<file path="config.mk">
export PLATFORM = sky130hd
export DESIGN_NAME = timer_unit_front
export DESIGN_NICKNAME = d
export VERILOG_FILES = /design/src/timer_front_pkg.sv /design/src/clock_prescaler.sv /design/src/timer_unit_front.sv
export SDC_FILE = /design/constraint.sdc
export NUM_CORES = 1
export LEC_CHECK = 0
export BUFFER_PORTS_ARGS = -buffer_cell sky130_fd_sc_hd__buf_4
export CORE_MARGIN = 2
export CORE_UTILIZATION = 50
export CTS_BUF_LIST = sky130_fd_sc_hd__clkbuf_8
export CTS_CLUSTER_DIAMETER = 120
export DETAILED_ROUTE_END_ITERATION = 16
export GPL_ROUTABILITY_DRIVEN = 0
export GPL_TIMING_DRIVEN = 1
export PLACE_DENSITY = 0.82
export SYNTH_ARGS = -nofsm -noshare
export SYNTH_HDL_FRONTEND = slang
export SYNTH_HIERARCHICAL = 1
export SYNTH_SLANG_ARGS = --single-unit
export TNS_END_PERCENT = 50
</file>
<file path="constraint.sdc">
create_clock -name hclk -period 2.1 [get_ports hclk]
set_input_delay 0.315 -clock hclk [delete_from_list [all_inputs] [get_ports hclk]]
set_output_delay 0.315 -clock hclk [all_outputs]
set_load 0.01 [all_outputs]
</file>
<file path="src/timer_front_pkg.sv">
// package: register map, field layout and reset values of the timer unit front end
package timer_front_pkg;
   // ------------------------------------------------------------
   // register byte offsets
   // ------------------------------------------------------------
   localparam logic [7:0]  off_peripheral_clock_enable = 8'h00;
   localparam logic [7:0]  off_timer_prescale_select   = 8'h04;
   localparam logic [7:0]  off_timer_channel_stop      = 8'h08;
   localparam logic [7:0]  off_channel_enable_status   = 8'h0c;
   localparam logic [7:0]  off_channel_start           = 8'h10;
   // ------------------------------------------------------------
   // field layout
   // ------------------------------------------------------------
   localparam int          timer_unit_clock_gate_bit   = 0;
   localparam logic [15:0] prescale_select_mask        = 16'h33ff;
   localparam logic [15:0] channel_stop_mask           = 16'h0aff;
   localparam int          clk0_lsb                    = 0;
   localparam int          clk1_lsb                    = 4;
   localparam int          clk2_lsb                    = 8;
   localparam int          clk3_lsb                    = 12;
   localparam int          num_channels                = 8;
   localparam int          upper1_bit                  = 9;
   localparam int          upper3_bit                  = 11;
   localparam int          prescale_width              = 15;
   // ------------------------------------------------------------
   // reset values
   // ------------------------------------------------------------
   localparam logic [7:0]  peripheral_enable_reset     = 8'h00;
   localparam logic [15:0] prescale_select_reset       = 16'h0000;
   localparam logic [9:0]  status_reset                = 10'h000;
   // ------------------------------------------------------------
   // bus encodings
   // ------------------------------------------------------------
   localparam logic [1:0]  htrans_nonseq               = 2'h2;
   localparam logic [1:0]  htrans_seq                  = 2'h3;
   localparam logic [2:0]  hsize_word                  = 3'h2;
endpackage : timer_front_pkg

</file>
<file path="src/clock_prescaler.sv">
// one power-of-two prescaler: single-cycle tick at fclk / 2^code
`timescale 1ns/1ps
module clock_prescaler (
   input  wire logic                                       hclk,
   input  wire logic                                       hresetn,
   input  wire logic [timer_front_pkg::prescale_width-1:0] count,
   input  wire logic [3:0]                                 code,
   output logic                                            tick
);
   typedef struct packed {
      logic tick;
   } state_t;
   state_t st;
   state_t next_st;
   logic [timer_front_pkg::prescale_width:0] mask;

   always_comb begin
      next_st = st;
      mask = (16'h0001 << code) - 16'h0001;
      // tick when all bits below the selected tap are ones; code 0 ticks every cycle
      next_st.tick = ({1'b0, count} & mask) == mask;
   end

   always_ff @(posedge hclk or negedge hresetn) begin
      if (!hresetn) begin
         st <= '0;
      end else begin
         st <= next_st;
      end
   end
   assign tick = st.tick;
endmodule : clock_prescaler

</file>
<file path="src/timer_unit_front.sv">
// timer unit front end: clock gate, four operation clock prescalers, channel stop triggers
// Operation
// - enable bit 0 clear withholds the unit clock; set supplies it
// - operation clock zero equals fclk divided by two to the code
// - prescale select holds fields 3-0, 7-4, 9-8, 13-12; others read zero
// - writing one to a stop bit generates that channel's stop trigger
// - a stopped channel has its enable status bit cleared
// - stop bits for channels 0-7 in bits 7-0, upper halves at 9, 11
//
// Our own choices: the AHB-Lite register port and the register addresses.
`timescale 1ns/1ps
module timer_unit_front (
   input  wire logic        hclk,
   input  wire logic        hresetn,
   input  wire logic        hsel,
   input  wire logic [31:0] haddr,
   input  wire logic [1:0]  htrans,
   input  wire logic        hwrite,
   input  wire logic [2:0]  hsize,
   input  wire logic [31:0] hwdata,
   input  wire logic        hready,
   output logic [31:0]      hrdata,
   output logic             hreadyout,
   output logic             hresp,
   output logic             unit_clock_enable,
   output logic [3:0]       operation_clock_tick,
   output logic [9:0]       channel_stop_trigger,
   output logic [9:0]       channel_enable_status
);
   // ------------------------------------------------------------
   // state
   // ------------------------------------------------------------
   typedef struct packed {
      logic        wr_pending;
      logic [7:0]  wr_addr;
      logic [31:0] rdata;
      logic [7:0]  peripheral_clock_enable;
      logic [15:0] timer_prescale_select;
      logic [9:0]  stop_pulse;
      logic [9:0]  status;
      logic [14:0] count;
      logic        gate;
      logic [3:0]  ticks;
   } state_t;

   // eight channels plus the upper halves of channels one and three
   localparam int num_slots = timer_front_pkg::num_channels + 2;

   localparam state_t state_reset = '{
      wr_pending:              1'b0,
      wr_addr:                 8'h00,
      rdata:                   32'h0000_0000,
      peripheral_clock_enable: timer_front_pkg::peripheral_enable_reset,
      timer_prescale_select:   timer_front_pkg::prescale_select_reset,
      stop_pulse:              10'h000,
      status:                  timer_front_pkg::status_reset,
      count:                   15'h0000,
      gate:                    1'b0,
      ticks:                   4'h0
   };

   // ------------------------------------------------------------
   // signals
   // ------------------------------------------------------------
   state_t      st;
   state_t      next_st;
   logic [3:0]  tick;
   logic [3:0]  codes [4];
   logic [15:0] stop_word;
   logic [9:0]  start_bits;
   logic [9:0]  stop_bits;
   logic [9:0]  status_bits;
   logic        accept;
   logic        wr_enable_hit;
   logic        wr_select_hit;
   logic        wr_stop_hit;
   logic        wr_start_hit;
   logic [31:0] read_word;

   // ------------------------------------------------------------
   // bus address phase
   // ------------------------------------------------------------
   // hready low means another slave stalls the bus, so nothing is taken then
   assign accept = hsel && hready &&
                   (htrans == timer_front_pkg::htrans_nonseq || htrans == timer_front_pkg::htrans_seq);

   // ------------------------------------------------------------
   // write decode, one data phase after the address
   // ------------------------------------------------------------
   // offsets that match no register fall through, so those writes vanish
   assign wr_enable_hit = st.wr_pending && st.wr_addr == timer_front_pkg::off_peripheral_clock_enable;
   assign wr_select_hit = st.wr_pending && st.wr_addr == timer_front_pkg::off_timer_prescale_select;
   assign wr_stop_hit   = st.wr_pending && st.wr_addr == timer_front_pkg::off_timer_channel_stop;
   assign wr_start_hit  = st.wr_pending && st.wr_addr == timer_front_pkg::off_channel_start;

   // ------------------------------------------------------------
   // read mux, sampled in the address phase and held for the data phase
   // ------------------------------------------------------------
   always_comb begin
      read_word = 32'h0000_0000;
      unique case (haddr[7:0])
         timer_front_pkg::off_peripheral_clock_enable: begin
            read_word = {24'h00_0000, st.peripheral_clock_enable};
         end
         timer_front_pkg::off_timer_prescale_select: begin
            read_word = {16'h0000, st.timer_prescale_select};
         end
         timer_front_pkg::off_channel_enable_status: begin
            read_word = {22'h00_0000, st.status};
         end
         // the stop and start registers are write-only pulses
         default: begin
            read_word = 32'h0000_0000;
         end
      endcase
   end

   // ------------------------------------------------------------
   // channel slots: channels 0-7, then the upper halves of 1 and 3
   // ------------------------------------------------------------
   assign stop_word = hwdata[15:0] & timer_front_pkg::channel_stop_mask;

   genvar s;
   generate
      for (s = 0; s < num_slots; s++) begin : gen_slot
         localparam int pos = (s < timer_front_pkg::num_channels) ? s :
                              (s == timer_front_pkg::num_channels) ? timer_front_pkg::upper1_bit :
                              timer_front_pkg::upper3_bit;
         assign stop_bits[s]   = stop_word[pos];
         assign start_bits[s]  = hwdata[pos];
         // stop and start sit in separate registers, so they never land together
         assign status_bits[s] = (wr_stop_hit && stop_bits[s]) ? 1'b0 :
                                 (wr_start_hit && start_bits[s]) ? 1'b1 :
                                 st.status[s];
      end
   endgenerate

   // ------------------------------------------------------------
   // prescalers, one per operation clock
   // ------------------------------------------------------------
   // clocks two and three have two-bit fields, so they reach fclk / 8 at most
   always_comb begin
      codes[0] = st.timer_prescale_select[timer_front_pkg::clk0_lsb +: 4];
      codes[1] = st.timer_prescale_select[timer_front_pkg::clk1_lsb +: 4];
      codes[2] = {2'h0, st.timer_prescale_select[timer_front_pkg::clk2_lsb +: 2]};
      codes[3] = {2'h0, st.timer_prescale_select[timer_front_pkg::clk3_lsb +: 2]};
   end

   genvar g;
   generate
      for (g = 0; g < 4; g++) begin : gen_prescale
         // all four share one counter, so their ticks stay in phase
         clock_prescaler u_prescale (
            .hclk    (hclk),
            .hresetn (hresetn),
            .count   (st.count),
            .code    (codes[g]),
            .tick    (tick[g])
         );
      end
   endgenerate

   // ------------------------------------------------------------
   // next state
   // ------------------------------------------------------------
   always_comb begin
      next_st = st;
      next_st.wr_pending = 1'b0;
      next_st.rdata = 32'h0000_0000;
      next_st.stop_pulse = 10'h000;

      // the unit clock follows the enable bit one cycle later
      next_st.gate = st.peripheral_clock_enable[timer_front_pkg::timer_unit_clock_gate_bit];
      // the prescaler counter only runs while the unit clock is supplied
      next_st.count = st.gate ? st.count + 15'h0001 : 15'h0000;
      // a tick leaves only while the gate is open and stays open, so none slips past a closing gate
      next_st.ticks = (next_st.gate && st.gate) ? tick : 4'h0;

      // data phase of a write
      if (wr_enable_hit) begin
         next_st.peripheral_clock_enable = hwdata[7:0];
      end
      if (wr_select_hit) begin
         next_st.timer_prescale_select = hwdata[15:0] & timer_front_pkg::prescale_select_mask;
      end
      if (wr_stop_hit) begin
         // ones fire a pulse, zeros leave the channel alone
         next_st.stop_pulse = stop_bits;
      end
      // start sets and stop clears, slot by slot
      next_st.status = status_bits;

      // address phase
      if (accept) begin
         next_st.wr_pending = hwrite;
         next_st.wr_addr = haddr[7:0];
         if (!hwrite) begin
            next_st.rdata = read_word;
         end
      end
   end

   // ------------------------------------------------------------
   // registers
   // ------------------------------------------------------------
   always_ff @(posedge hclk or negedge hresetn) begin
      if (!hresetn) begin
         st <= state_reset;
      end else begin
         st <= next_st;
      end
   end

   // ------------------------------------------------------------
   // outputs
   // ------------------------------------------------------------
   // the block never stalls and never errors, so the response is tied
   assign hrdata = st.rdata;
   assign hreadyout = 1'b1;
   assign hresp = 1'b0;
   assign unit_clock_enable = st.gate;
   assign operation_clock_tick = st.ticks;
   assign channel_stop_trigger = st.stop_pulse;
   assign channel_enable_status = st.status;
endmodule : timer_unit_front

</file>
==> metrics.yaml, run 1 <==
outcome: "finished with violations"
violations: "negative setup slack"
cap_violations: 0
drt_iter0_drc: 320
fin_area_sq_um: 5940
skew_ns: 0.0129
drive_gt1_share_pct: 26.8
n_antenna_cell: 0
power_frac_clock_pct: 25.9
place_hpwl_mm: 8.18
route.vias.total: 4143
clockRootBuffer: "clkbuf_8"
hold_end: "st[103]"
finalMaxSlewViolations: 0
hold_violations: 0
period_share_pct: 107
dp.cells: 724
final_nets: 679
track_usage_pct: 20.6
synth-simple-area-share_pct: 23.3
antenna_found_initial: 0
min_period_ns: 2.26
overflow: 0
worst_slack_ns: -0.157
synth_edf_count: 0
clk_pin_slew_ns: 0.08
cts_setup_buffers: 0
p_switching_mw: 1.27
ys_types: 62
placed_area_sq_um: 5720
antenna_left: 0
most-common-layout-cells: "buf_4 (89), dfrtp_1 (85), nand2_1 (56)"
netlist_area_sq_um: 5340
cts_tree: "done"
die_area_sq_um: 11500
yosysSeqAreaShare_pct: 39.8
rr_endpoint: "gen_prescale[0].u_prescale/tick"
synthesis.instances: 549
post-route-util_pct: 57.3
io_buffers: 63
rows: 37
cp.required_ns: 2.33
hold_start: "haddr[7]"
max_freq_ghz: 0.443
leakage_nw: 2.84
power_density_nw_per_um2: 657
worst-setup-path-type: "flip-flop to flip-flop"
worst_setup_path_end_kind: "flip-flop"
synth_mux_area_share_pct: 6.98
hold_path_depth: 3
first_global_vias: 3956
seqPwrFrac_pct: 48.9
async_reset_ff_share_pct: 100
cts_made_buffers: 9
core_sq_um: 10400
final_common_cell: "buf_4"
syn_area_per_cell_sq_um: 9.73
clk_path_buf_depth: 2
insertion_delay_ns: 0.37
swShare_pct: 32.4
yosys.area_share.adder_pct: 1.17
crit_path_start_kind: "flip-flop"
hold_class: "primary input to flip-flop"
first_pass_iters: 4
start_util_pct: 51.5
setup_violations: 1
combPwrFrac_pct: 25.2
fp.dieW_microns: 107
grt_max_degree: 86
clock_sinks: 85
relSlewSlack_pct: 59.4
ys_ff_latch: 85
p_int_mw: 2.64
synth-main-ff-cell: "dfrtp_1"
irDropWorstVdd_mv: 0.358
synth.area.top_cells: "dfrtp_1 (40%), buf_4 (8.9%), nand2_1 (3.9%)"
pin_count: 133
grt_pass1_wl_mm: 18.8
reg2reg_from: "codes[15]"
area_delta_synth_final_pct: 11.1
arrival_ns: 2.49
wire_per_inst_microns: 15.9
wl_mm: 11.8
detail_route.drc_violations: 0
ff2ff_setup_slack_ns: -0.16
synth_top_family_by_area: "simple AND/OR/NAND/NOR gates"
cp_max_fo: 8
synth_xor_xnor_area_share_pct: 3.11
die_h_microns: 107
tightest_slew_ns: 0.609
rsz0062_at_grt: "true"
h-tree-depth: 3
netlist.top_cell.by_area: "dfrtp_1"
synth_top_area_share_pct: 39.8
reg2regPathDepth: 7
instances_no_fill: 741
ys.warnings.count: 6
routed_via_density: 5.59
synth_compound_area_share_pct: 12.8
## logic make-up after synthesis
kind of cell,count (synthesis)
and+or+nand+nor,219
buffers and inverters,98
AOI/OAI and AO/OA,90
DFF,85
muxes,31
xor gates and xnor gates,19
adders and majority gates,5
other,2
## worst max path at each step
stage	from	end	slack [ns]	depth (start not counted)
after floorplan	codes[14]	gen_prescale[0].u_prescale/tick	-0.01	7
after global placement	codes[14]	gen_prescale[0].u_prescale/tick	-0.09	6
after detailed placement	codes[14]	gen_prescale[0].u_prescale/tick	-0.22	7
after CTS	codes[14]	gen_prescale[0].u_prescale/tick	-0.16	7
after global routing	codes[15]	gen_prescale[0].u_prescale/tick	-0.21	7
final	codes[15]	gen_prescale[0].u_prescale/tick	-0.16	7
## per-layer routing
| layer | share of wire, % | wire (microns) | GRT usage [%] |
|---|---|---|---|
| met1 | 43 | 5060 | 26.9 |
| met2 | 49 | 5750 | 32.9 |
| met3 | 5.3 | 626 | 4.36 |
| met5 | 0 | 0 | 0 |
| met4 | 3.1 | 365 | 9.62 |
## flip-flops by register name, summed over array words and instances (netlist names)
name                          count
channel_stop_trigger             10
next_st                           1
gen_prescale.u_prescale/tick      4
operation_clock_tick              4
unit_clock_enable                 1
st                               31
channel_enable_status            10
hrdata                           12
codes                            12
## critical path: stages, from the launching register on
cell and delay [ns]:
dfrtp_1 0.41, or4_4 0.57, ha_4 0.18, buf_6 0.12, or3_1 0.31, a211oi_1 0.29, a2111oi_2 0.07, nor4bb_4 0.17
## synth_stat cells, types with 11 or more instances
library cell	count
and2_1	15
nor3_1	16
clkbuf_1	11
xor2_1	11
a31oi_1	18
dfrtp_1	85
nor2_1	38
nand2_1	56
mux2i_1	11
a21oi_1	13
and3_1	19
nor2b_1	22
o21ai_0	19
buf_4	63
## repair_timing
action | 4_1_cts | 5_1_grt
pin swaps | 0 | 3
hold endpoints to repair | 62 | 0
cloned | 0 | 0
gates resized for setup | 1 | 7
endpoints found under the setup margin | 1 | 2
hold buffers | 1 | 0
## area by class of cell
type / count / area, sq um
fillers: 879 / 4430
clock inverters: 7 / 43.8
multi-input cells: 402 / 2730
inverters: 10 / 37.5
flip-flops and latches: 85 / 2130
clock buffers: 9 / 124
repair buffers: 92 / 709
well taps: 136 / 170
## power by group through the flow
stage | registers, mW | clock network, mW | logic [mW]
after global routing | 1.93 | 1.10 | 1.08
after CTS | 1.90 | 1.03 | 0.946
after detailed placement | 1.94 | 0 | 0.936
after global placement | 1.93 | 0 | 0.898
after floorplan | 1.89 | 0 | 0.721
final | 1.91 | 1.01 | 0.983
## through the flow
| stage | TNS, ns | hold WS (ns) | worst slack [ns] | power, mW |
|---|---|---|---|---|
| floorplan | -0.0105 | 0.0194 | -0.0105 | 2.61 |
| global placement | -0.0908 | 0.384 | -0.0908 | 2.82 |
| detailed placement | -0.216 | 0.388 | -0.216 | 2.87 |
| CTS | -0.157 | 0.140 | -0.157 | 3.88 |
| global route | -0.205 | 0.157 | -0.205 | 4.10 |
| finish | -0.157 | 0.150 | -0.157 | 3.90 |
Note: power is estimated with default switching activity, not from simulation.
==> run 2, diff against run 1 <==
CORE_UTILIZATION = 56   (was 50)
PLACE_DENSITY = 0.86   (was 0.82)
clock period = 2.25 ns   (was 2.1 ns; I/O delays follow)
==> run 2 against run 1 <==
The run still ends with negative setup slack left. Final cell count fell by 1.9%. Power shrank 3.9%. Global-route usage rose by 2.8 points. Fmax fell by 1.4%. Critical path depth down 1. Die area fell by 10%. Critical path type unchanged.
==> metrics.yaml, run 2 (synthesized netlist as in run 1, its figures left out) <==
outcome: "finished with violations"  # unchanged
violations: "negative setup slack"  # unchanged
routed_via_density: 5.81  # was 5.59
n_fill_cell: 685  # was 879
multi_input_area_sq_um: 2720  # was 2730 sq um
most-common-layout-cells: "dfrtp_1 (85), buf_4 (82), nand2_1 (56)"  # was buf_4 (89), dfrtp_1 (85), nand2_1 (56)
power_density_nw_per_um2: 637  # was 657 nW/um^2
max_freq_ghz: 0.437  # was 0.443 GHz
grt_pass1_wl_mm: 19.0  # was 18.8 mm
power_frac_clock_pct: 28.3  # was 25.9%
instances_no_fill: 727  # was 741
seqPwrFrac_pct: 48.4  # was 48.9%
io_buffers: 63  # unchanged
cp.required_ns: 2.51  # was 2.33 ns
clk_path_buf_depth: 2  # unchanged
rr_endpoint: "gen_prescale[0].u_prescale/tick"  # unchanged
top_layer: "met4"  # unchanged
regMostFlops: "st"  # unchanged
drive_gt1_share_pct: 26.6  # was 26.8%
worst_slack_ns: -0.0386  # was -0.157 ns
drt_iter0_drc: 327  # was 320
detail_route.drc_violations: 0  # unchanged
antenna_left: 0  # unchanged
final_common_cell: "dfrtp_1"  # was buf_4
p_switching_mw: 1.26  # was 1.27 mW
cap_violations: 0  # unchanged
min_period_ns: 2.29  # was 2.26 ns
rows: 35  # was 37
cts_tree: "done"  # unchanged
ff2ff_setup_slack_ns: -0.04  # was -0.16 ns
clockRootBuffer: "clkbuf_8"  # unchanged
reg2reg_from: "codes[12]"  # was codes[15]
worst_setup_path_end_kind: "flip-flop"  # unchanged
h-tree-depth: 3  # unchanged
first_pass_iters: 5  # was 4
met2WireLength_mm: 6.15  # was 5.75 mm
relSlewSlack_pct: 57.6  # was 59.4%
irDropWorstVdd_mv: 0.397  # was 0.358 mV
fp.dieW_microns: 102  # was 107 microns
hold_violations: 0  # unchanged
post-route-util_pct: 63.8  # was 57.3%
place_hpwl_mm: 8.33  # was 8.18 mm
die_h_microns: 102  # was 107 microns
start_util_pct: 57.8  # was 51.5%
wire_per_inst_microns: 17.0  # was 15.9 microns
first_global_vias: 3802  # was 3,956
track_usage_pct: 23.4  # was 20.6%
p_int_mw: 2.49  # was 2.64 mW
core_sq_um: 9240  # was 10,400 sq um
final_nets: 672  # was 679
combPwrFrac_pct: 23.3  # was 25.2%
ff_latch_area_sq_um: 2130  # unchanged
route.vias.total: 4227  # was 4,143
grt_max_degree: 43  # was 86
insertion_delay_ns: 0.37  # about the same
met1_length_mm: 5.15  # was 5.06 mm
clk_pin_slew_ns: 0.10  # was 0.08 ns
hold_class: "primary input to flip-flop"  # unchanged
finalMaxSlewViolations: 0  # unchanged
hold_path_depth: 3  # unchanged
n_antenna_cell: 0  # unchanged
skew_ns: 0.00953  # was 0.0129 ns
period_share_pct: 102  # was 107%
rsz0062_at_grt: "true"  # unchanged
antenna_found_initial: 0  # unchanged
hold_start: "haddr[7]"  # unchanged
arrival_ns: 2.55  # was 2.49 ns
area_delta_synth_final_pct: 10.3  # was 11.1%
leakage_nw: 2.78  # was 2.84 nW
largest_reg_flops: 31  # unchanged
dp.cells: 706  # was 724
tightest_slew_ns: 0.635  # was 0.609 ns
hold_end: "st[103]"  # unchanged
cp_max_fo: 4  # was 8
clock_sinks: 85  # unchanged
reg2regPathDepth: 6  # was 7
dr_wl_met3_microns: 825  # was 626 microns
worst-setup-path-type: "flip-flop to flip-flop"  # unchanged
wl_mm: 12.4  # was 11.8 mm
cts_made_buffers: 9  # unchanged
die_area_sq_um: 10300  # was 11,500 sq um
crit_path_start_kind: "flip-flop"  # unchanged
setup_violations: 1  # unchanged
swShare_pct: 33.5  # was 32.4%
pin_count: 133  # unchanged
overflow: 0  # unchanged
-- run 2: cell count changes in the layout (fill, tap and decap cells not counted), sizes merged --
cell    delta
buf        -7
clkbuf     +1
inv        -1
-- run 2: power by group through the flow --
stage | Combinational (mW) | Sequential (mW) | Clock, mW
floorplan | 0.670 | 1.77 | 0
global placement | 0.771 | 1.83 | 0
detailed placement | 0.810 | 1.84 | 0
CTS | 0.818 | 1.81 | 1.07
global route | 0.958 | 1.83 | 1.14
finish | 0.874 | 1.82 | 1.06
-- run 2: how the worst max path moves through the flow --
| stage | from | endpoint | slack, ns | depth (start not counted) |
|---|---|---|---|---|
| after floorplan | codes[15] | gen_prescale[0].u_prescale/tick | 0.08 | 7 |
| after global placement | codes[15] | gen_prescale[0].u_prescale/tick | 0.11 | 7 |
| after detailed placement | codes[14] | gen_prescale[0].u_prescale/tick | 0.0006 | 6 |
| after CTS | codes[14] | gen_prescale[0].u_prescale/tick | 0.03 | 6 |
| after global routing | codes[12] | gen_prescale[0].u_prescale/tick | -0.10 | 6 |
| final | codes[12] | gen_prescale[0].u_prescale/tick | -0.04 | 6 |
-- run 2: worst max-delay path, cell delays in order, from the launching register on --
cell,delay (ns)
dfrtp_1,0.40
or4_4,0.58
ha_4,0.20
nor3b_2,0.15
a31o_1,0.19
a2111oi_2,0.37
nor4bb_2,0.29
-- run 2: routing by layer --
layer | vias to the layer above | GRT usage (%)
met3 | 28 | 4.55
met1 | 2083 | 32.3
li1 | 1921 | -
met2 | 195 | 37.1
met5 | - | 0
met4 | 0 | 7.80
-- run 2: through the flow --
| stage | area, sq um | setup TNS, ns | power [mW] | hold slack, ns | setup WS (ns) |
|---|---|---|---|---|---|
| CTS | 5820 | 0 | 3.69 | 0.163 | 0.0274 |
| finish | 5890 | -0.0386 | 3.75 | 0.170 | -0.0386 |
| global route | 5890 | -0.103 | 3.93 | 0.171 | -0.103 |
| detailed placement | 5610 | 0 | 2.65 | 0.375 | 0.000602 |
| global placement | 5610 | 0 | 2.60 | 0.361 | 0.105 |
| floorplan | 5480 | 0 | 2.44 | 0.0419 | 0.0800 |
-- run 2: final cells by class --
class / count / share of cell area (%)
Clock inverter: 6 / 0.892
Multi-Input combinational cell: 402 / 46.2
Inverter: 10 / 0.637
Timing Repair Buffer: 85 / 11.1
Sequential cell: 85 / 36.1
Tap cell: 129 / 2.74
Clock buffer: 10 / 2.34
-- run 2: what timing repair did --
item                       in CTS  in global routing
hold buffers                    1                  0
hold endpoints to repair       40                  0
setup endpoints to repair       1                  1
pin swaps                       0                  5
resized for setup               2                  8
buffers inserted                0                  4
